### src/core/gpio_defines.svh
// Register offsets, reset values and pin positions of the pin controller
// Summary of operation
// - After reset every pin is an input, and each plain pin (function code 0) becomes an output through its own enable bit.
// - The pin-input register shows the present level of every pin, one bit per pin.
// - A plain pin (function code 0) whose enable bit is set is driven to the level of its output-value bit.
// - Separate set and clear registers change output bits without a read-modify-write.
// - The function selects are reset only by the device reset, never by the block's soft reset.
// - Each pin's function code takes its high bit from the second select and its low bit from the first; 0 is plain pin, 1 and 2 the first two functions.
// - When the straps choose management slave mode, the slave pins are taken over whatever the configuration says.
// - The processor straps are sampled at reset and the pins are free for normal use afterwards.
// - Every input is watched and its change flag is set whenever its value changes, except in the first cycle after a device or soft reset.
// - A change flag reaches the interrupt output only when its enable bit is set.
// - The identity view reads the AND of the change flags and the enables.
// - Six parallel signal-detect inputs, when enabled, replace the serial controller's value at the mapped port index.
`ifndef GPIO_DEFINES_SVH
`define GPIO_DEFINES_SVH
`define PIN_COUNT 22
`define SD_COUNT 6
`define SD_FIRST_PIN 10
`define STRAP_FIRST_PIN 18
`define SLV_MDC_PIN 14
`define SLV_MDIO_PIN 15
`define MIIM_SLAVE_STRAP 4'hF
`define OFF_OUT 8'h00
`define OFF_OUT_SET 8'h04
`define OFF_OUT_CLR 8'h08
`define OFF_IN 8'h0C
`define OFF_OE 8'h10
`define OFF_SEL0 8'h14
`define OFF_SEL1 8'h18
`define OFF_FLAGS 8'h1C
`define OFF_FLAG_CLR 8'h20
`define OFF_IRQ_ENA 8'h24
`define OFF_IDENT 8'h28
`define OFF_SD_MAP 8'h30
`define OFF_SD_LAST 8'h44
`define RST_PINS 22'h000000
`define RST_SD_INDEX 5'h00
`endif

### src/core/gpio_pkg.sv
// Types shared by the pin controller and its bench
package gpio_pkg;
  typedef struct packed {
    logic [7:0] paddr;
    logic psel;
    logic penable;
    logic pwrite;
    logic [31:0] pwdata;
  } apb_req_t;
  typedef struct packed {
    logic [31:0] prdata;
    logic pready;
    logic pslverr;
  } apb_rsp_t;
  typedef enum logic [1:0] {FUNC_GPIO, FUNC_ALT1, FUNC_ALT2, FUNC_ALT3} func_code_t;
  typedef enum logic {BUS_IDLE, BUS_ANSWER} bus_state_t;
endpackage

### src/core/gpio_port.sv
// Pin controller: direction, output value, overlaid functions, change interrupt, signal detect
`timescale 1ns/10ps
`include "gpio_defines.svh"
module gpio_port (
  input wire logic core_clk,
  input wire logic sys_rst,
  input wire logic soft_rst,
  input wire gpio_pkg::apb_req_t apb_in,
  output gpio_pkg::apb_rsp_t apb_out,
  input wire logic [`PIN_COUNT-1:0] pin_in,
  output logic [`PIN_COUNT-1:0] pin_out,
  output logic [`PIN_COUNT-1:0] pin_oe,
  input wire logic [`PIN_COUNT-1:0] alt1_out,
  input wire logic [`PIN_COUNT-1:0] alt1_oe,
  input wire logic [`PIN_COUNT-1:0] alt2_out,
  input wire logic [`PIN_COUNT-1:0] alt2_oe,
  input wire logic [`PIN_COUNT-1:0] alt3_out,
  input wire logic [`PIN_COUNT-1:0] alt3_oe,
  input wire logic slave_mdio_out,
  input wire logic slave_mdio_oe,
  input wire logic [31:0] sio_signal_detect,
  output logic [31:0] signal_detect_out,
  output logic pin_irq,
  output logic [3:0] cpu_config_straps,
  output logic miim_slave_mode
);

  function automatic logic addr_is(logic [7:0] a, logic [7:0] off);
    return a == off;
  endfunction

  function automatic logic [31:0] widen(logic [`PIN_COUNT-1:0] v);
    return {10'h000, v};
  endfunction

  function automatic gpio_pkg::func_code_t func_code(logic [`PIN_COUNT-1:0] s1,
      logic [`PIN_COUNT-1:0] s0, int i);
    return gpio_pkg::func_code_t'({s1[i], s0[i]});
  endfunction

  gpio_pkg::bus_state_t bus_state_reg, bus_state_next;
  logic [`PIN_COUNT-1:0] out_reg, out_next;
  logic [`PIN_COUNT-1:0] oe_reg, oe_next;
  logic [`PIN_COUNT-1:0] sel0_reg, sel0_next;
  logic [`PIN_COUNT-1:0] sel1_reg, sel1_next;
  logic [`PIN_COUNT-1:0] flags_reg, flags_next;
  logic [`PIN_COUNT-1:0] ena_reg, ena_next;
  logic [`PIN_COUNT-1:0] prev_reg;
  logic prev_valid_reg;
  logic [4:0] sd_map_reg [`SD_COUNT];
  logic strap_pending_reg;
  logic [`PIN_COUNT-1:0] drv_out, drv_oe;
  logic [31:0] sd_next;

  wire [7:0] addr = apb_in.paddr;
  wire [`PIN_COUNT-1:0] wdata = apb_in.pwdata[`PIN_COUNT-1:0];
  wire bus_access = apb_in.psel & apb_in.penable;
  wire take = bus_access & (bus_state_reg == gpio_pkg::BUS_IDLE);
  wire fire = bus_access & (bus_state_reg == gpio_pkg::BUS_ANSWER);
  wire wr = fire & apb_in.pwrite;

  wire hit_out = addr_is(addr, `OFF_OUT);
  wire hit_set = addr_is(addr, `OFF_OUT_SET);
  wire hit_clr = addr_is(addr, `OFF_OUT_CLR);
  wire hit_in = addr_is(addr, `OFF_IN);
  wire hit_oe = addr_is(addr, `OFF_OE);
  wire hit_sel0 = addr_is(addr, `OFF_SEL0);
  wire hit_sel1 = addr_is(addr, `OFF_SEL1);
  wire hit_flags = addr_is(addr, `OFF_FLAGS);
  wire hit_fclr = addr_is(addr, `OFF_FLAG_CLR);
  wire hit_ena = addr_is(addr, `OFF_IRQ_ENA);
  wire hit_ident = addr_is(addr, `OFF_IDENT);
  wire [7:0] sd_off = addr - `OFF_SD_MAP;
  wire [2:0] sd_idx = sd_off[4:2];
  wire hit_sd = (addr >= `OFF_SD_MAP) && (addr <= `OFF_SD_LAST) && (addr[1:0] == 2'h0);
  wire mapped = hit_out | hit_set | hit_clr | hit_in | hit_oe | hit_sel0 | hit_sel1 |
    hit_flags | hit_fclr | hit_ena | hit_ident | hit_sd;

  wire [`PIN_COUNT-1:0] ident = flags_reg & ena_reg;
  // Write-only registers read as zero
  wire [31:0] rd_data =
    hit_out ? widen(out_reg) :
    hit_in ? widen(pin_in) :
    hit_oe ? widen(oe_reg) :
    hit_sel0 ? widen(sel0_reg) :
    hit_sel1 ? widen(sel1_reg) :
    hit_flags ? widen(flags_reg) :
    hit_ena ? widen(ena_reg) :
    hit_ident ? widen(ident) :
    hit_sd ? {27'h0000000, sd_map_reg[sd_idx]} : 32'h00000000;

  // Answer takes one wait cycle, so read data is registered with pready
  always_comb begin
    case (bus_state_reg)
      gpio_pkg::BUS_IDLE: bus_state_next = bus_access ? gpio_pkg::BUS_ANSWER : gpio_pkg::BUS_IDLE;
      gpio_pkg::BUS_ANSWER: bus_state_next = gpio_pkg::BUS_IDLE;
      default: bus_state_next = gpio_pkg::BUS_IDLE;
    endcase
  end

  wire [`PIN_COUNT-1:0] set_mask = (wr & hit_set) ? wdata : `RST_PINS;
  wire [`PIN_COUNT-1:0] clr_mask = (wr & hit_clr) ? wdata : `RST_PINS;
  assign out_next = ((wr & hit_out) ? wdata : out_reg) & ~clr_mask | set_mask;
  assign oe_next = (wr & hit_oe) ? wdata : oe_reg;
  assign sel0_next = (wr & hit_sel0) ? wdata : sel0_reg;
  assign sel1_next = (wr & hit_sel1) ? wdata : sel1_reg;
  assign ena_next = (wr & hit_ena) ? wdata : ena_reg;
  // No change is seen on the first cycle, so pins high at reset raise no flag
  wire [`PIN_COUNT-1:0] change = prev_valid_reg ? (pin_in ^ prev_reg) : `RST_PINS;
  wire [`PIN_COUNT-1:0] fclr_mask = (wr & hit_fclr) ? wdata : `RST_PINS;
  // A change in the clearing cycle keeps its flag
  assign flags_next = (flags_reg & ~fclr_mask) | change;

  always_comb begin
    drv_out = `RST_PINS;
    drv_oe = `RST_PINS;
    for (int i = 0; i < `PIN_COUNT; i++) begin
      case (func_code(sel1_reg, sel0_reg, i))
        gpio_pkg::FUNC_GPIO: begin
          drv_out[i] = out_reg[i];
          drv_oe[i] = oe_reg[i];
        end
        gpio_pkg::FUNC_ALT1: begin
          drv_out[i] = alt1_out[i];
          drv_oe[i] = alt1_oe[i];
        end
        gpio_pkg::FUNC_ALT2: begin
          drv_out[i] = alt2_out[i];
          drv_oe[i] = alt2_oe[i];
        end
        gpio_pkg::FUNC_ALT3: begin
          drv_out[i] = alt3_out[i];
          drv_oe[i] = alt3_oe[i];
        end
        default: begin
          drv_out[i] = 1'b0;
          drv_oe[i] = 1'b0;
        end
      endcase
    end
    if (miim_slave_mode) begin
      drv_oe[`SLV_MDC_PIN] = 1'b0;
      drv_out[`SLV_MDC_PIN] = 1'b0;
      drv_oe[`SLV_MDIO_PIN] = slave_mdio_oe;
      drv_out[`SLV_MDIO_PIN] = slave_mdio_out;
    end
  end

  always_comb begin
    sd_next = sio_signal_detect;
    for (int n = 0; n < `SD_COUNT; n++) begin
      if (func_code(sel1_reg, sel0_reg, `SD_FIRST_PIN + n) == gpio_pkg::FUNC_ALT3) begin
        sd_next[sd_map_reg[n]] = pin_in[`SD_FIRST_PIN + n];
      end
    end
  end

  // Selects follow only the device reset, so a soft reset keeps pin functions
  always_ff @(posedge core_clk or posedge sys_rst) begin
    if (sys_rst) begin
      sel0_reg <= `RST_PINS;
      sel1_reg <= `RST_PINS;
    end else begin
      sel0_reg <= sel0_next;
      sel1_reg <= sel1_next;
    end
  end

  always_ff @(posedge core_clk or posedge sys_rst) begin
    if (sys_rst) begin
      out_reg <= `RST_PINS;
      oe_reg <= `RST_PINS;
      ena_reg <= `RST_PINS;
      flags_reg <= `RST_PINS;
      prev_valid_reg <= 1'b0;
    end else if (soft_rst) begin
      out_reg <= `RST_PINS;
      oe_reg <= `RST_PINS;
      ena_reg <= `RST_PINS;
      flags_reg <= `RST_PINS;
      prev_valid_reg <= 1'b0;
    end else begin
      out_reg <= out_next;
      oe_reg <= oe_next;
      ena_reg <= ena_next;
      flags_reg <= flags_next;
      prev_valid_reg <= 1'b1;
    end
  end

  always_ff @(posedge core_clk or posedge sys_rst) begin
    if (sys_rst) begin
      for (int n = 0; n < `SD_COUNT; n++) sd_map_reg[n] <= `RST_SD_INDEX;
    end else if (soft_rst) begin
      for (int n = 0; n < `SD_COUNT; n++) sd_map_reg[n] <= `RST_SD_INDEX;
    end else if (wr & hit_sd) begin
      sd_map_reg[sd_idx] <= apb_in.pwdata[4:0];
    end
  end

  // Straps are caught at the first edge after release, while every pin is still an input
  always_ff @(posedge core_clk or posedge sys_rst) begin
    if (sys_rst) begin
      strap_pending_reg <= 1'b1;
      cpu_config_straps <= 4'h0;
      miim_slave_mode <= 1'b0;
    end else if (strap_pending_reg) begin
      strap_pending_reg <= 1'b0;
      cpu_config_straps <= pin_in[`STRAP_FIRST_PIN +: 4];
      miim_slave_mode <= (pin_in[`STRAP_FIRST_PIN +: 4] == `MIIM_SLAVE_STRAP);
    end
  end

  always_ff @(posedge core_clk or posedge sys_rst) begin
    if (sys_rst) begin
      bus_state_reg <= gpio_pkg::BUS_IDLE;
      apb_out <= '0;
      prev_reg <= `RST_PINS;
      pin_out <= `RST_PINS;
      pin_oe <= `RST_PINS;
      pin_irq <= 1'b0;
      signal_detect_out <= 32'h00000000;
    end else begin
      bus_state_reg <= bus_state_next;
      apb_out.pready <= take;
      apb_out.pslverr <= take & ~mapped;
      apb_out.prdata <= (take & ~apb_in.pwrite) ? rd_data : 32'h00000000;
      prev_reg <= pin_in;
      pin_out <= drv_out;
      pin_oe <= drv_oe;
      pin_irq <= |(flags_reg & ena_reg);
      signal_detect_out <= sd_next;
    end
  end
endmodule // gpio_port

### config.mk
export PLATFORM = sky130hd
export DESIGN_NAME = gpio_port
export DESIGN_NICKNAME = d
export VERILOG_FILES = /design/src/core/gpio_pkg.sv /design/src/core/gpio_port.sv
export VERILOG_INCLUDE_DIRS = /design/src /design/src/core
export SDC_FILE = /design/constraint.sdc
export NUM_CORES = 1
export LEC_CHECK = 0
export BUFFER_PORTS_ARGS = -buffer_cell sky130_fd_sc_hd__buf_2
export CAP_MARGIN = 20
export CORE_UTILIZATION = 50
export DETAILED_ROUTE_END_ITERATION = 16
export PLACE_DENSITY_LB_ADDON = 0.1
export SETUP_SLACK_MARGIN = 0.15
export SLEW_MARGIN = 20
export SYNTH_ARGS = -nofsm -noshare
export SYNTH_HDL_FRONTEND = slang
export SYNTH_SLANG_ARGS = --single-unit
### constraint.sdc
create_clock -name core_clk -period 12.7 [get_ports core_clk]
set_input_delay 1.905 -clock core_clk [delete_from_list [all_inputs] [get_ports core_clk]]
set_output_delay 1.905 -clock core_clk [all_outputs]
set_load 0.05 [all_outputs]
Word level (Yosys, flattened, before mapping)
Index checks and enable logic that the tools add are counted.
Widths: inputs -> output; s select.
- add/subtract/negate cells: 1
- magnitude comparators: 16
- equal/unequal tests: 77
- muxes and demuxes: 102
- bitwise logic cells: 38
- reductions and logical operators: 37
- operators by type and width (cell ; number):
    $mux 22 ; 20
    $bwmux 32 ; 6
    $mux 32 ; 6
    $pmux 1 s4 ; 44
    $eq 2x2->1 const B ; 44
    $and 22x22->22 ; 3
    $mux 30 ; 2
    $logic_not 2->1 ; 23
    $eq 2x1->1 const B ; 22
    $not 22->22 ; 2
    $or 22x22->22 ; 2
    $lt 5x6->1 const B ; 6
    $eq 8x5->1 const B ; 4
    $bwmux 30 ; 1
    $demux 1 s5 ; 6
    $ge 5x1->1 const B ; 6
    $eq 8x6->1 const B ; 3
    $reduce_or 22->1 ; 1
    $xor 22x22->22 ; 1
    $mux 5 ; 4
    $eq 8x4->1 const B ; 2
    $and 1x1->1 ; 15
    $bmux 5 s3 ; 1
    $demux 5 s3 ; 1
    other kinds (16) ; 46
- flip-flop bits (word level): 293
- output and inout bits: 116
- logic and storage cells: 296

Depth between registers and ports, before layout
Gate-level depths: netlist (run 1).
- word-level depth: 16
- depth in mapped cells: 8

Least setup slack after synthesis (run 1)
No wires, ideal clock.
- path type: input-to-reg
- from: in apb_in[39] (netlist name)
- to: reg sel1_reg[10]
- setup time: 125 ps
- data arrival time: 3352 ps
- required time: 12575 ps
- slack: 9223 ps
- cell stages on the path: 6
- buffers on the path: 2
- cells stage by stage: buf_2 -> nor2b_1 -> nand2_1 -> nor3_2 -> buf_2 -> mux2_2
- cells in the longest elaborated chain, start to end: 2
- ends and longest elaborated chain (item ; line ; text):
    start: declaration ; gpio_port.sv:8 ; input wire gpio_pkg::apb_req_t apb_in,
    $eq 8x5->1 ; gpio_port.sv:29 ; return a == off;
    $and 1x1->1 ; gpio_port.sv:106 ; assign sel1_next = (wr & hit_sel1) ? wdata : sel1_reg;
    end signal: assignment ; gpio_port.sv:162 ; sel1_reg <= `RST_PINS;
    end signal: assignment ; gpio_port.sv:165 ; sel1_reg <= sel1_next;
    end: declaration ; gpio_port.sv:45 ; logic [`PIN_COUNT-1:0] sel1_reg, sel1_next;
No other way between the ends.
A chain may end at the register's enable or synchronous reset.

Worst setup path in the final report (run 1)
- from: in apb_in[37] (netlist name)
- to: reg ena_reg[9]
- cells in the longest elaborated chain, start to end: 3
- ends and longest elaborated chain (item ; line ; text):
    $eq 8x6->1 ; gpio_port.sv:29 ;
    $and 1x1->1 ; gpio_port.sv:107 ; assign ena_next = (wr & hit_ena) ? wdata : ena_reg;
    $reduce_bool 2->1 (no line) ; -- ;
    end signal: assignment ; gpio_port.sv:173 ; ena_reg <= `RST_PINS;
    end signal: assignment ; gpio_port.sv:179 ; ena_reg <= `RST_PINS;
    end signal: assignment ; gpio_port.sv:185 ; ena_reg <= ena_next;
    end: declaration ; gpio_port.sv:47 ; logic [`PIN_COUNT-1:0] ena_reg, ena_next;
No other way between the ends.

==> results of run 1 <==
## layer usage
layer	vias up	wire (um)	track usage, %
li1	7321	-	-
met1	8339	27070	51.92
met2	1163	30980	59.29
met3	194	7209	8.304
met4	4	2950	15.85
met5	-	23	0
## report_power, final
group          internal (uW)  switching (uW)
registers                948            13.8
logic                   63.8             148
clock network            613             403
## cell families (layout without fill, tap and decap cells)
logic type,Yosys count,after routing,synth area share [%]
buffers and inverters,182,421,4.533
other,1,11,0.02146
AOI/OAI and AO/OA,523,523,20.06
DFF,292,292,41.83
muxes,167,167,13.13
and+or+nand+nor,647,647,19.32
xor gates and xnor gates,22,22,1.103
## stage by stage
step	instances	utilization, %
2_1_floorplan	1844	-
3_3_place_gp	2479	55.68
3_5_place_dp	2479	55.69
4_1_cts	2537	59.04
5_1_grt	2538	59.07
6_report	2538	59.07
## cell type report
type | instances | area, um^2 | area share, %
clock inverter | 18 | 274.0 | 1.346
clock buffer | 40 | 879.6 | 4.321
sequential | 292 | 7308 | 35.90
inverter | 10 | 45.04 | 0.2213
tap | 455 | 569.3 | 2.797
multi-input combinational | 1370 | 9447 | 46.41
timing repair buffer | 353 | 1833 | 9.005
## placed cells by master, fill, tap and decap left out, types with 31 or more instances in the layout
master     instances
buf_2            328
dfrtp_1          291
nand2_1          217
nor2_1           156
a21oi_1          126
o21ai_0           96
mux2i_1           66
mux2_2            57
o22ai_1           51
nand3_1           47
mux4_2            44
a22oi_1           40
clkbuf_16         31
## worst max-delay path by stage
stage,startpoint,endpoint,slack (ps),depth (start not counted)
floorplan,sys_rst,apb_out[0],2730,1
global placement,apb_in[37],ena_reg[4],7330,7
detailed placement,apb_in[37],ena_reg[4],7270,7
CTS,apb_in[37],ena_reg[9],7860,7
global route,apb_in[37],ena_reg[9],7590,7
finish,apb_in[37],ena_reg[9],7650,7
==> run_summary.xml, run 1 <==
<?xml version="1.0" encoding="UTF-8"?>
<metrics>
  <group name="clock_network">
    <metric name="postCtsSetupBuffers" unit="">0</metric>
    <metric name="cts_htree_levels" unit="">1</metric>
    <metric name="clk_root_buffer_cell" unit="">clkbuf_16</metric>
    <metric name="postCtsHoldBufs" unit="">0</metric>
    <metric name="clkSlewWorstSetupHoldPaths" unit="ps">60</metric>
    <metric name="worst_skew_pair.late_latency" unit="ps">600</metric>
    <metric name="clock_path_buffers" unit="">3</metric>
    <metric name="cts_buffers" unit="">31</metric>
    <metric name="tritoncts" unit="">yes</metric>
    <metric name="cts_repair_resize_count" unit="">0</metric>
    <metric name="cts_sinks" unit="">292</metric>
  </group>
  <group name="worst_hold_path">
    <metric name="worst_hold_path.endpoint" unit="">cpu_config_straps[0]</metric>
    <metric name="hp-class" unit="">reg2reg</metric>
    <metric name="whs_path_depth" unit="">1</metric>
    <metric name="worst_hold_startpoint" unit="">cpu_config_straps[0]</metric>
  </group>
  <group name="sta">
    <metric name="maximum_clock_skew_at_final_layout" unit="ps">15.12</metric>
    <metric name="slew_viol_final" unit="">0</metric>
    <metric name="setup_ws" unit="ps">7649</metric>
    <metric name="timing.hold.ws" unit="ps">518.3</metric>
    <metric name="tightestPinTransition" unit="ps">1148</metric>
    <metric name="rsz0062_at_grt" unit="">false</metric>
    <metric name="hold_viol" unit="">0</metric>
    <metric name="finalCritPeriodShare" unit="%">39.77</metric>
    <metric name="max_clock_freq" unit="MHz">198.0</metric>
    <metric name="maxSlewHeadroom" unit="%">22.87</metric>
    <metric name="shortest_period_the_worst_path_allows" unit="ps">5051</metric>
    <metric name="final-setup-viol-count" unit="">0</metric>
    <metric name="totalNegativeSetupSlack" unit="ps">0</metric>
  </group>
  <group name="global_route">
    <metric name="grt-ovfl-total" unit="">0</metric>
    <metric name="grt_start_max_net_pins" unit="">86</metric>
    <metric name="global_route.usage.total" unit="%">38.20</metric>
    <metric name="grt_pass1_vias" unit="">16400</metric>
    <metric name="grt_pass1_wl" unit="um">102200</metric>
    <metric name="initial_antenna_violation_count" unit="">3</metric>
  </group>
  <group name="logic_synthesis">
    <metric name="most_repeated_cell_in_the_gate_level_netlist_after_synthesis" unit="">dfrtp_1</metric>
    <metric name="synth-edff-count" unit="">0</metric>
    <metric name="synth.lib_cells_used.distinct" unit="">80</metric>
    <metric name="synth.ff_latch_count" unit="">292</metric>
    <metric name="seq_area_frac_synth" unit="%">41.83</metric>
    <metric name="synthesis.area" unit="um^2">17470</metric>
    <metric name="synth.top_cells.by_area" unit="">dfrtp_1 (42%), mux4_2 (5.7%), nand2_1 (4.7%)</metric>
    <metric name="synth.largest_area_cell" unit="">dfrtp_1</metric>
    <metric name="post_synth_most_frequent_cells" unit="">dfrtp_1 (291), nand2_1 (217), nor2_1 (158), a21oi_1 (126), clkbuf_1 (125)</metric>
    <metric name="asyncSetResetFlopFracSynth" unit="%">100.0</metric>
    <metric name="synth_top_cell_area_share" unit="%">41.68</metric>
    <metric name="synthesis.instances" unit="">1834</metric>
    <metric name="synthesis.area_per_instance" unit="um^2">9.526</metric>
    <metric name="synth_warnings" unit="">0</metric>
    <metric name="synth_ff_type" unit="">dfrtp_1</metric>
  </group>
  <group name="worst_setup_path">
    <metric name="crit_fanout" unit="">42</metric>
    <metric name="criticalPathCategory" unit="">in2reg</metric>
    <metric name="path_buf_inv" unit="">2</metric>
    <metric name="reg2regPathDepth" unit="">3</metric>
    <metric name="critical_path.most_common_cell" unit="">nand2_1</metric>
    <metric name="crit_arrival" unit="ps">5500</metric>
    <metric name="setup_slack_on_the_worst_flop_to_flop_path" unit="ps">9670</metric>
    <metric name="max_stage_delay" unit="ps">840</metric>
    <metric name="startpoint_of_the_lowest_slack_register_to_register_path" unit="">sel1_reg[11]</metric>
    <metric name="worstSetupStartpointType" unit="">input pin</metric>
    <metric name="r2r-end" unit="">signal_detect_out[8]</metric>
    <metric name="worst-endpoint-required" unit="ps">13140</metric>
    <metric name="critPathTopFamily" unit="">simple AND/OR/NAND/NOR gates</metric>
    <metric name="timing.critical_path.to_type" unit="">flop</metric>
    <metric name="crit_path_cell_trace" unit="">buf_2 -&gt; buf_4 -&gt; and4bb_1 -&gt; and2_1 -&gt; nand2_1 -&gt; nand2_1 -&gt; a21oi_1</metric>
    <metric name="slowest_library_cell_on_the_worst_path" unit="">nand2_1</metric>
  </group>
  <group name="outcome">
    <metric name="run_status" unit="">complete, no violations</metric>
  </group>
  <group name="route">
    <metric name="detail_route.wl_per_cell" unit="um">26.88</metric>
    <metric name="dr.pass1.iters" unit="">6</metric>
    <metric name="dr_total_vias" unit="">17020</metric>
    <metric name="finalWirelength" unit="um">68230</metric>
    <metric name="drtAntennaViolNets" unit="">0</metric>
    <metric name="drt-initial-drc-count" unit="">2144</metric>
    <metric name="detail_route.vias_per_cell" unit="">6.706</metric>
    <metric name="drc" unit="">0</metric>
  </group>
  <group name="final_layout">
    <metric name="nets" unit="">2292</metric>
    <metric name="largest_register_ff_count" unit="">32</metric>
    <metric name="post_route_cells_drive_above_1_share" unit="%">27.08</metric>
    <metric name="final.fill_count" unit="">2991</metric>
    <metric name="layout-area-overhead-vs-synth" unit="%">16.52</metric>
    <metric name="finish.instance_area" unit="um^2">20360</metric>
    <metric name="antenna-diode-count" unit="">0</metric>
  </group>
  <group name="pwr">
    <metric name="report.power.total" unit="uW">2189</metric>
    <metric name="leakagePower" unit="uW">0.008677</metric>
    <metric name="peakVddDrop" unit="V">0.0001146</metric>
    <metric name="power.density_cell_area" unit="nW/um^2">107.6</metric>
  </group>
  <group name="die">
    <metric name="floorplan.io_pins" unit="">350</metric>
    <metric name="die_area" unit="um^2">35690</metric>
    <metric name="floorplan.initialDensity" unit="%">50.70</metric>
    <metric name="num_rows" unit="">68</metric>
    <metric name="die_h" unit="um">188.9</metric>
    <metric name="die_w" unit="um">188.9</metric>
    <metric name="core" unit="um^2">34460</metric>
  </group>
  <group name="placement">
    <metric name="post-dp-hpwl" unit="um">49250</metric>
    <metric name="setup_slack_placement" unit="ps">7273</metric>
    <metric name="gp_congestion" unit="">0.9973</metric>
    <metric name="placement.io_buffers" unit="">329</metric>
    <metric name="placed_cell_area" unit="um^2">19190</metric>
  </group>
  <group name="run">
    <metric name="drv.max_cap_violation_count" unit="">0</metric>
  </group>
</metrics>
Power figures use the tool's default switching activity.
==> run 2: changes to the inputs <==
==> constraint.sdc (replaced) <==
create_clock -name core_clk -period 4.3 [get_ports core_clk]
set_input_delay 0.645 -clock core_clk [delete_from_list [all_inputs] [get_ports core_clk]]
set_output_delay 0.645 -clock core_clk [all_outputs]
set_load 0.05 [all_outputs]
==> run 2 against run 1 <==
Effect of this change:
- die area unchanged
- register-to-register slack got worse by 8100 ps
- sequential share of layout area decreased by 0.097 points
- combinational power increased to 3.0 times the previous value
- largest cell class unchanged
- first-iteration DRC count decreased by 12%
- utilization increased by 0.16 points
- critical path depth increased by 1
- power increased to 2.9 times the previous value
- critical path type unchanged
- non-clock buffer count increased by 16
- clock power increased to 2.8 times the previous value
- clock skew increased by 6.9 ps
- wire length decreased by 0.77%
==> run_summary.xml, run 2 (synthesis results as in run 1) <==
<?xml version="1.0" encoding="UTF-8"?>
<metrics>
  <group name="clock_network">
    <metric name="postCtsSetupBuffers" unit="">0</metric>
    <metric name="postCtsHoldBufs" unit="">0</metric>
    <metric name="cts_htree_levels" unit="">1</metric>
    <metric name="clk_root_buffer_cell" unit="">clkbuf_16</metric>
    <metric name="clock_path_buffers" unit="">3</metric>
    <metric name="cts_repair_resize_count" unit="">0</metric>
    <metric name="cts_sinks" unit="">292</metric>
    <metric name="clkSlewWorstSetupHoldPaths" unit="ps">60</metric>
    <metric name="worst_skew_pair.late_latency" unit="ps">610</metric>
    <metric name="tritoncts" unit="">yes</metric>
    <metric name="cts_buffers" unit="">31</metric>
  </group>
  <group name="worst_setup_path">
    <metric name="worst-endpoint-required" unit="ps">4760</metric>
    <metric name="critical_path.most_common_cell" unit="">buf_4</metric>
    <metric name="timing.critical_path.to_type" unit="">flop</metric>
    <metric name="max_stage_delay" unit="ps">710</metric>
    <metric name="crit_path_end" unit="">apb_out[6]</metric>
    <metric name="reg2regPathDepth" unit="">3</metric>
    <metric name="criticalPathCategory" unit="">in2reg</metric>
    <metric name="crit_path_cell_trace" unit="">buf_2 -&gt; nor2_1 -&gt; nand3_1 -&gt; buf_4 -&gt; and2_1 -&gt; buf_4 -&gt; o21ai_0 -&gt; o32ai_1</metric>
    <metric name="startpoint_of_the_lowest_slack_register_to_register_path" unit="">sd_map_reg[22]</metric>
    <metric name="r2r-end" unit="">signal_detect_out[4]</metric>
    <metric name="worst_setup_path_startpoint" unit="">apb_in[37]</metric>
    <metric name="crit_arrival" unit="ps">3230</metric>
    <metric name="slowest_library_cell_on_the_worst_path" unit="">buf_2</metric>
    <metric name="worstSetupStartpointType" unit="">input pin</metric>
    <metric name="crit_fanout" unit="">33</metric>
    <metric name="setup_slack_on_the_worst_flop_to_flop_path" unit="ps">1570</metric>
  </group>
  <group name="sta">
    <metric name="final-setup-viol-count" unit="">0</metric>
    <metric name="max_clock_freq" unit="MHz">360.5</metric>
    <metric name="hold_viol" unit="">0</metric>
    <metric name="tightestPinTransition" unit="ps">1224</metric>
    <metric name="setup_ws" unit="ps">1526</metric>
    <metric name="slew_viol_final" unit="">0</metric>
    <metric name="finalCritPeriodShare" unit="%">64.50</metric>
    <metric name="timing.hold.ws" unit="ps">108.0</metric>
    <metric name="rsz0062_at_grt" unit="">false</metric>
    <metric name="maxSlewHeadroom" unit="%">18.40</metric>
    <metric name="shortest_period_the_worst_path_allows" unit="ps">2774</metric>
    <metric name="maximum_clock_skew_at_final_layout" unit="ps">22.04</metric>
  </group>
  <group name="global_route">
    <metric name="grt_pass1_vias" unit="">16030</metric>
    <metric name="global_route.usage.total" unit="%">37.40</metric>
    <metric name="initial_antenna_violation_count" unit="">1</metric>
    <metric name="grt_start_max_net_pins" unit="">137</metric>
    <metric name="grt-ovfl-total" unit="">0</metric>
    <metric name="grt_pass1_wl" unit="um">100200</metric>
  </group>
  <group name="pwr">
    <metric name="power.density_cell_area" unit="nW/um^2">308.0</metric>
    <metric name="leakagePower" unit="uW">0.008725</metric>
    <metric name="peakVddDrop" unit="V">0.0003174</metric>
  </group>
  <group name="final_layout">
    <metric name="post_route_cells_drive_above_1_share" unit="%">27.35</metric>
    <metric name="leading_cell_type_in_the_layout_fill_and_taps_excluded" unit="">buf_2</metric>
    <metric name="largest_register_ff_count" unit="">32</metric>
    <metric name="mostFrequentLayoutCells" unit="">buf_2 (328), dfrtp_1 (291), nand2_1 (217)</metric>
    <metric name="antenna-diode-count" unit="">0</metric>
    <metric name="nets" unit="">2308</metric>
    <metric name="layout-area-overhead-vs-synth" unit="%">16.83</metric>
  </group>
  <group name="die">
    <metric name="floorplan.initialDensity" unit="%">50.70</metric>
    <metric name="die_h" unit="um">188.9</metric>
    <metric name="die_area" unit="um^2">35690</metric>
    <metric name="die_w" unit="um">188.9</metric>
    <metric name="num_rows" unit="">68</metric>
    <metric name="core" unit="um^2">34460</metric>
    <metric name="floorplan.io_pins" unit="">350</metric>
  </group>
  <group name="placement">
    <metric name="gp_congestion" unit="">0.9985</metric>
    <metric name="setup_slack_placement" unit="ps">1073</metric>
    <metric name="post-dp-hpwl" unit="um">48950</metric>
    <metric name="placement.io_buffers" unit="">329</metric>
  </group>
  <group name="route">
    <metric name="dr.pass1.iters" unit="">6</metric>
    <metric name="detail_route.vias_per_cell" unit="">6.606</metric>
    <metric name="dr_total_vias" unit="">16870</metric>
    <metric name="finalWirelength" unit="um">67700</metric>
    <metric name="drc" unit="">0</metric>
    <metric name="drtAntennaViolNets" unit="">0</metric>
    <metric name="detail_route.wl_per_cell" unit="um">26.51</metric>
    <metric name="drt-initial-drc-count" unit="">1892</metric>
  </group>
  <group name="worst_hold_path">
    <metric name="hp-class" unit="">in2async</metric>
  </group>
  <group name="run">
    <metric name="drv.max_cap_violation_count" unit="">0</metric>
  </group>
  <group name="outcome">
    <metric name="run_status" unit="">complete, no violations</metric>
  </group>
</metrics>
==> run 2: how the worst min path moves through the flow <==
stage	cells after the start	start	endpoint	slack, ps
2_1_floorplan	2	out_reg[21]	apb_out[23]	470
3_3_place_gp	1	cpu_config_straps[2]	cpu_config_straps[2]	490
3_5_place_dp	1	cpu_config_straps[1]	cpu_config_straps[1]	490
4_1_cts	2	sys_rst	pin_out[10]	100
5_1_grt	2	sys_rst	pin_out[10]	140
6_report	2	sys_rst	pin_out[10]	110
==> run 2: metal layers <==
layer	share of wire, %	vias to the layer above	track usage [%]
met1	41	8341	51.44
li1	-	7341	-
met2	46	1016	58.54
met5	0.021	-	0
met3	9.8	173	7.229
met4	3.8	2	14.42
==> run 2: power by group <==
part	switching (uW)	internal [uW]
logic	439	194
clock network	1190	1620
registers	41.0	2800
total	1670	4620
==> run 2: final cells by class <==
type / count / area (um^2)
clock inverter: 13 / 142.6
clock buffer: 45 / 928.4
sequential: 292 / 7308
multi-input combinational: 1370 / 9434
tap: 455 / 569.3
timing repair buffer: 369 / 1987
fill: 3071 / 14050
inverter: 10 / 41.29
==> run 2: per-stage QoR <==
| stage | cell area (um^2) | total power (uW) | util [%] | std cells | setup TNS [ps] |
|---|---|---|---|---|---|
| floorplan | 17510 | 3238 | - | 1844 | -63830 |
| global placement | 19340 | 3502 | 56.13 | 2496 | 0 |
| detailed placement | 19340 | 3513 | 56.13 | 2496 | 0 |
| CTS | 20410 | 6299 | 59.23 | 2554 | 0 |
| global route | 20410 | 6447 | 59.23 | 2554 | 0 |
| finish | 20410 | 6286 | 59.23 | 2554 | 0 |
==> run 2: critical path, delay by kind of cell <==
kind            cells  cell delay (ps)
buf+inv             3             1180
compound gates      2              570
simple gates        3              830
==> run 3: changes to the inputs <==
==> constraint.sdc (replaced) <==
create_clock -name core_clk -period 2.6 [get_ports core_clk]
set_input_delay 0.39 -clock core_clk [delete_from_list [all_inputs] [get_ports core_clk]]
set_output_delay 0.39 -clock core_clk [all_outputs]
set_load 0.05 [all_outputs]
==> run 3 against run 2 <==
Effect of this change:
- global-route usage grew 1.6 points
- sequential power is 65% higher
- worst setup slack worse by 1300 ps
- worst hold slack got worse by 66 ps
- first-iteration DRC count up 16%
- critical path depth down 2
- highest routed layer unchanged
==> run_summary.xml, run 3 (synthesis results as in run 1) <==
<?xml version="1.0" encoding="UTF-8"?>
<metrics>
  <group name="worst_setup_path">
    <metric name="criticalPathCategory" unit="">reg2reg</metric>
    <metric name="timing.critical_path.to_type" unit="">flop</metric>
    <metric name="worstSetupStartpointType" unit="">flop</metric>
    <metric name="setup_slack_on_the_worst_flop_to_flop_path" unit="ps">200</metric>
    <metric name="crit_arrival" unit="ps">2920</metric>
    <metric name="worst-endpoint-required" unit="ps">3120</metric>
    <metric name="crit_fanout" unit="">11</metric>
  </group>
  <group name="final_layout">
    <metric name="post_route_cells_drive_above_1_share" unit="%">30.58</metric>
    <metric name="largest_register_ff_count" unit="">32</metric>
    <metric name="number_of_non_filler_instances_in_the_completed_layout" unit="">2681</metric>
    <metric name="final.fill_count" unit="">2979</metric>
    <metric name="nets" unit="">2434</metric>
    <metric name="layout-area-overhead-vs-synth" unit="%">23.10</metric>
    <metric name="mostFrequentLayoutCells" unit="">buf_2 (328), dfrtp_1 (291), nand2_1 (217)</metric>
    <metric name="leading_cell_type_in_the_layout_fill_and_taps_excluded" unit="">buf_2</metric>
  </group>
  <group name="placement">
    <metric name="place.detailed.instances" unit="">2605</metric>
    <metric name="placement.io_buffers" unit="">329</metric>
    <metric name="post-dp-hpwl" unit="um">52050</metric>
    <metric name="gp_congestion" unit="">1.030</metric>
  </group>
  <group name="clock_network">
    <metric name="cts_htree_levels" unit="">1</metric>
    <metric name="postCtsSetupBuffers" unit="">0</metric>
    <metric name="clk_root_buffer_cell" unit="">clkbuf_16</metric>
    <metric name="worst_skew_pair.late_latency" unit="ps">590</metric>
    <metric name="cts_sinks" unit="">292</metric>
    <metric name="clock_path_buffers" unit="">3</metric>
    <metric name="tritoncts" unit="">yes</metric>
    <metric name="clkSlewWorstSetupHoldPaths" unit="ps">70</metric>
    <metric name="cts_buffers" unit="">31</metric>
  </group>
  <group name="sta">
    <metric name="maxSlewHeadroom" unit="%">42.22</metric>
    <metric name="rsz0062_at_grt" unit="">false</metric>
    <metric name="slew_viol_final" unit="">0</metric>
    <metric name="final-setup-viol-count" unit="">0</metric>
    <metric name="max_clock_freq" unit="MHz">416.7</metric>
    <metric name="shortest_period_the_worst_path_allows" unit="ps">2400</metric>
    <metric name="hold_viol" unit="">0</metric>
    <metric name="finalCritPeriodShare" unit="%">92.29</metric>
    <metric name="tightestPinTransition" unit="ps">864.8</metric>
    <metric name="maximum_clock_skew_at_final_layout" unit="ps">12.21</metric>
  </group>
  <group name="outcome">
    <metric name="run_status" unit="">complete, no violations</metric>
  </group>
  <group name="route">
    <metric name="drt-initial-drc-count" unit="">2191</metric>
    <metric name="drtAntennaViolNets" unit="">0</metric>
    <metric name="drc" unit="">0</metric>
    <metric name="finalWirelength" unit="um">69930</metric>
    <metric name="dr.pass1.iters" unit="">6</metric>
    <metric name="detail_route.wl_per_cell" unit="um">26.08</metric>
    <metric name="detail_route.vias_per_cell" unit="">6.481</metric>
    <metric name="dr_total_vias" unit="">17380</metric>
  </group>
  <group name="global_route">
    <metric name="initial_antenna_violation_count" unit="">3</metric>
    <metric name="grt-ovfl-total" unit="">0</metric>
    <metric name="grt_pass1_wl" unit="um">104700</metric>
    <metric name="grt_start_max_net_pins" unit="">103</metric>
    <metric name="global_route.usage.total" unit="%">39.02</metric>
    <metric name="grt_pass1_vias" unit="">17000</metric>
  </group>
  <group name="worst_hold_path">
    <metric name="hp-class" unit="">in2reg</metric>
  </group>
  <group name="die">
    <metric name="die_w" unit="um">188.9</metric>
    <metric name="floorplan.initialDensity" unit="%">50.70</metric>
    <metric name="die_area" unit="um^2">35690</metric>
    <metric name="num_rows" unit="">68</metric>
    <metric name="die_h" unit="um">188.9</metric>
    <metric name="core" unit="um^2">34460</metric>
    <metric name="floorplan.io_pins" unit="">350</metric>
  </group>
  <group name="run">
    <metric name="drv.max_cap_violation_count" unit="">0</metric>
  </group>
  <group name="pwr">
    <metric name="power.density_cell_area" unit="nW/um^2">492.2</metric>
    <metric name="peakVddDrop" unit="V">0.0005594</metric>
    <metric name="report.power.total" unit="uW">10590</metric>
    <metric name="leakagePower" unit="uW">0.009391</metric>
  </group>
</metrics>
## run 3: report_power, final
part           internal (uW)  switching [uW]
clock                   2830            1950
sequential              4630            58.1
combinational            372             745
total                   7830            2750
## run 3: timing repair
item / 4_1_cts / 5_1_grt
hold endpoints to repair: 31 / 0
gates resized for setup: 0 / 0
hold buffers: 17 / 0
setup endpoints to repair: 0 / 0
## run 3: path summary, 6_finish.rpt
check | cells after the start | startpoint | endpoint
max | 6 | sd_map_reg[12] | signal_detect_out[24]
max in group asynchronous | 4 | sys_rst | ena_reg[3]
min reg2reg | 1 | cpu_config_straps[2] | cpu_config_straps[2]
min in group asynchronous | 3 | sys_rst | flags_reg[17]
max reg2reg | 6 | sd_map_reg[12] | signal_detect_out[24]
min | 1 | pin_in[20] | prev_reg[20]
## run 3: cell type report
class	count	area, um^2	share of cell area, %
antenna	2	5.005	0.02327
inverter	10	41.29	0.1920
clock buffer	44	904.6	4.206
tap	455	569.3	2.647
clock inverter	13	195.2	0.9076
multi-input combinational	1370	9419	43.80
sequential	292	7308	33.98
timing repair buffer	495	3063	14.24
## run 3: stage by stage
step                      hold WS (ps)  area [um^2]  setup TNS (ps)  util [%]  setup slack, ps
after detailed placement         489.5        20230               0     58.71            301.3
final                            42.32        21510               0     62.41            200.4
after global routing             35.04        21500               0     62.40            170.7
after floorplan                  421.4        17510         -484950         -            -1664
after CTS                        19.39        21500               0     62.40            362.8
after global placement           481.6        20230               0     58.71            315.1
## run 3: critical path: stages (launching register included)
cell	delay, ps
dfrtp_1	650
buf_4	230
nand3b_1	260
o22ai_1	160
a211oi_1	530
a2bb2oi_1	300
o32a_1	190
## run 3: routing by layer
metal	up-vias	GRT usage [%]	wire length [um]
li1	7603	-	-
met5	-	0	11
met2	1143	60.42	31660
met1	8417	52.77	27870
met3	210	8.434	7250
met4	2	17.21	3144
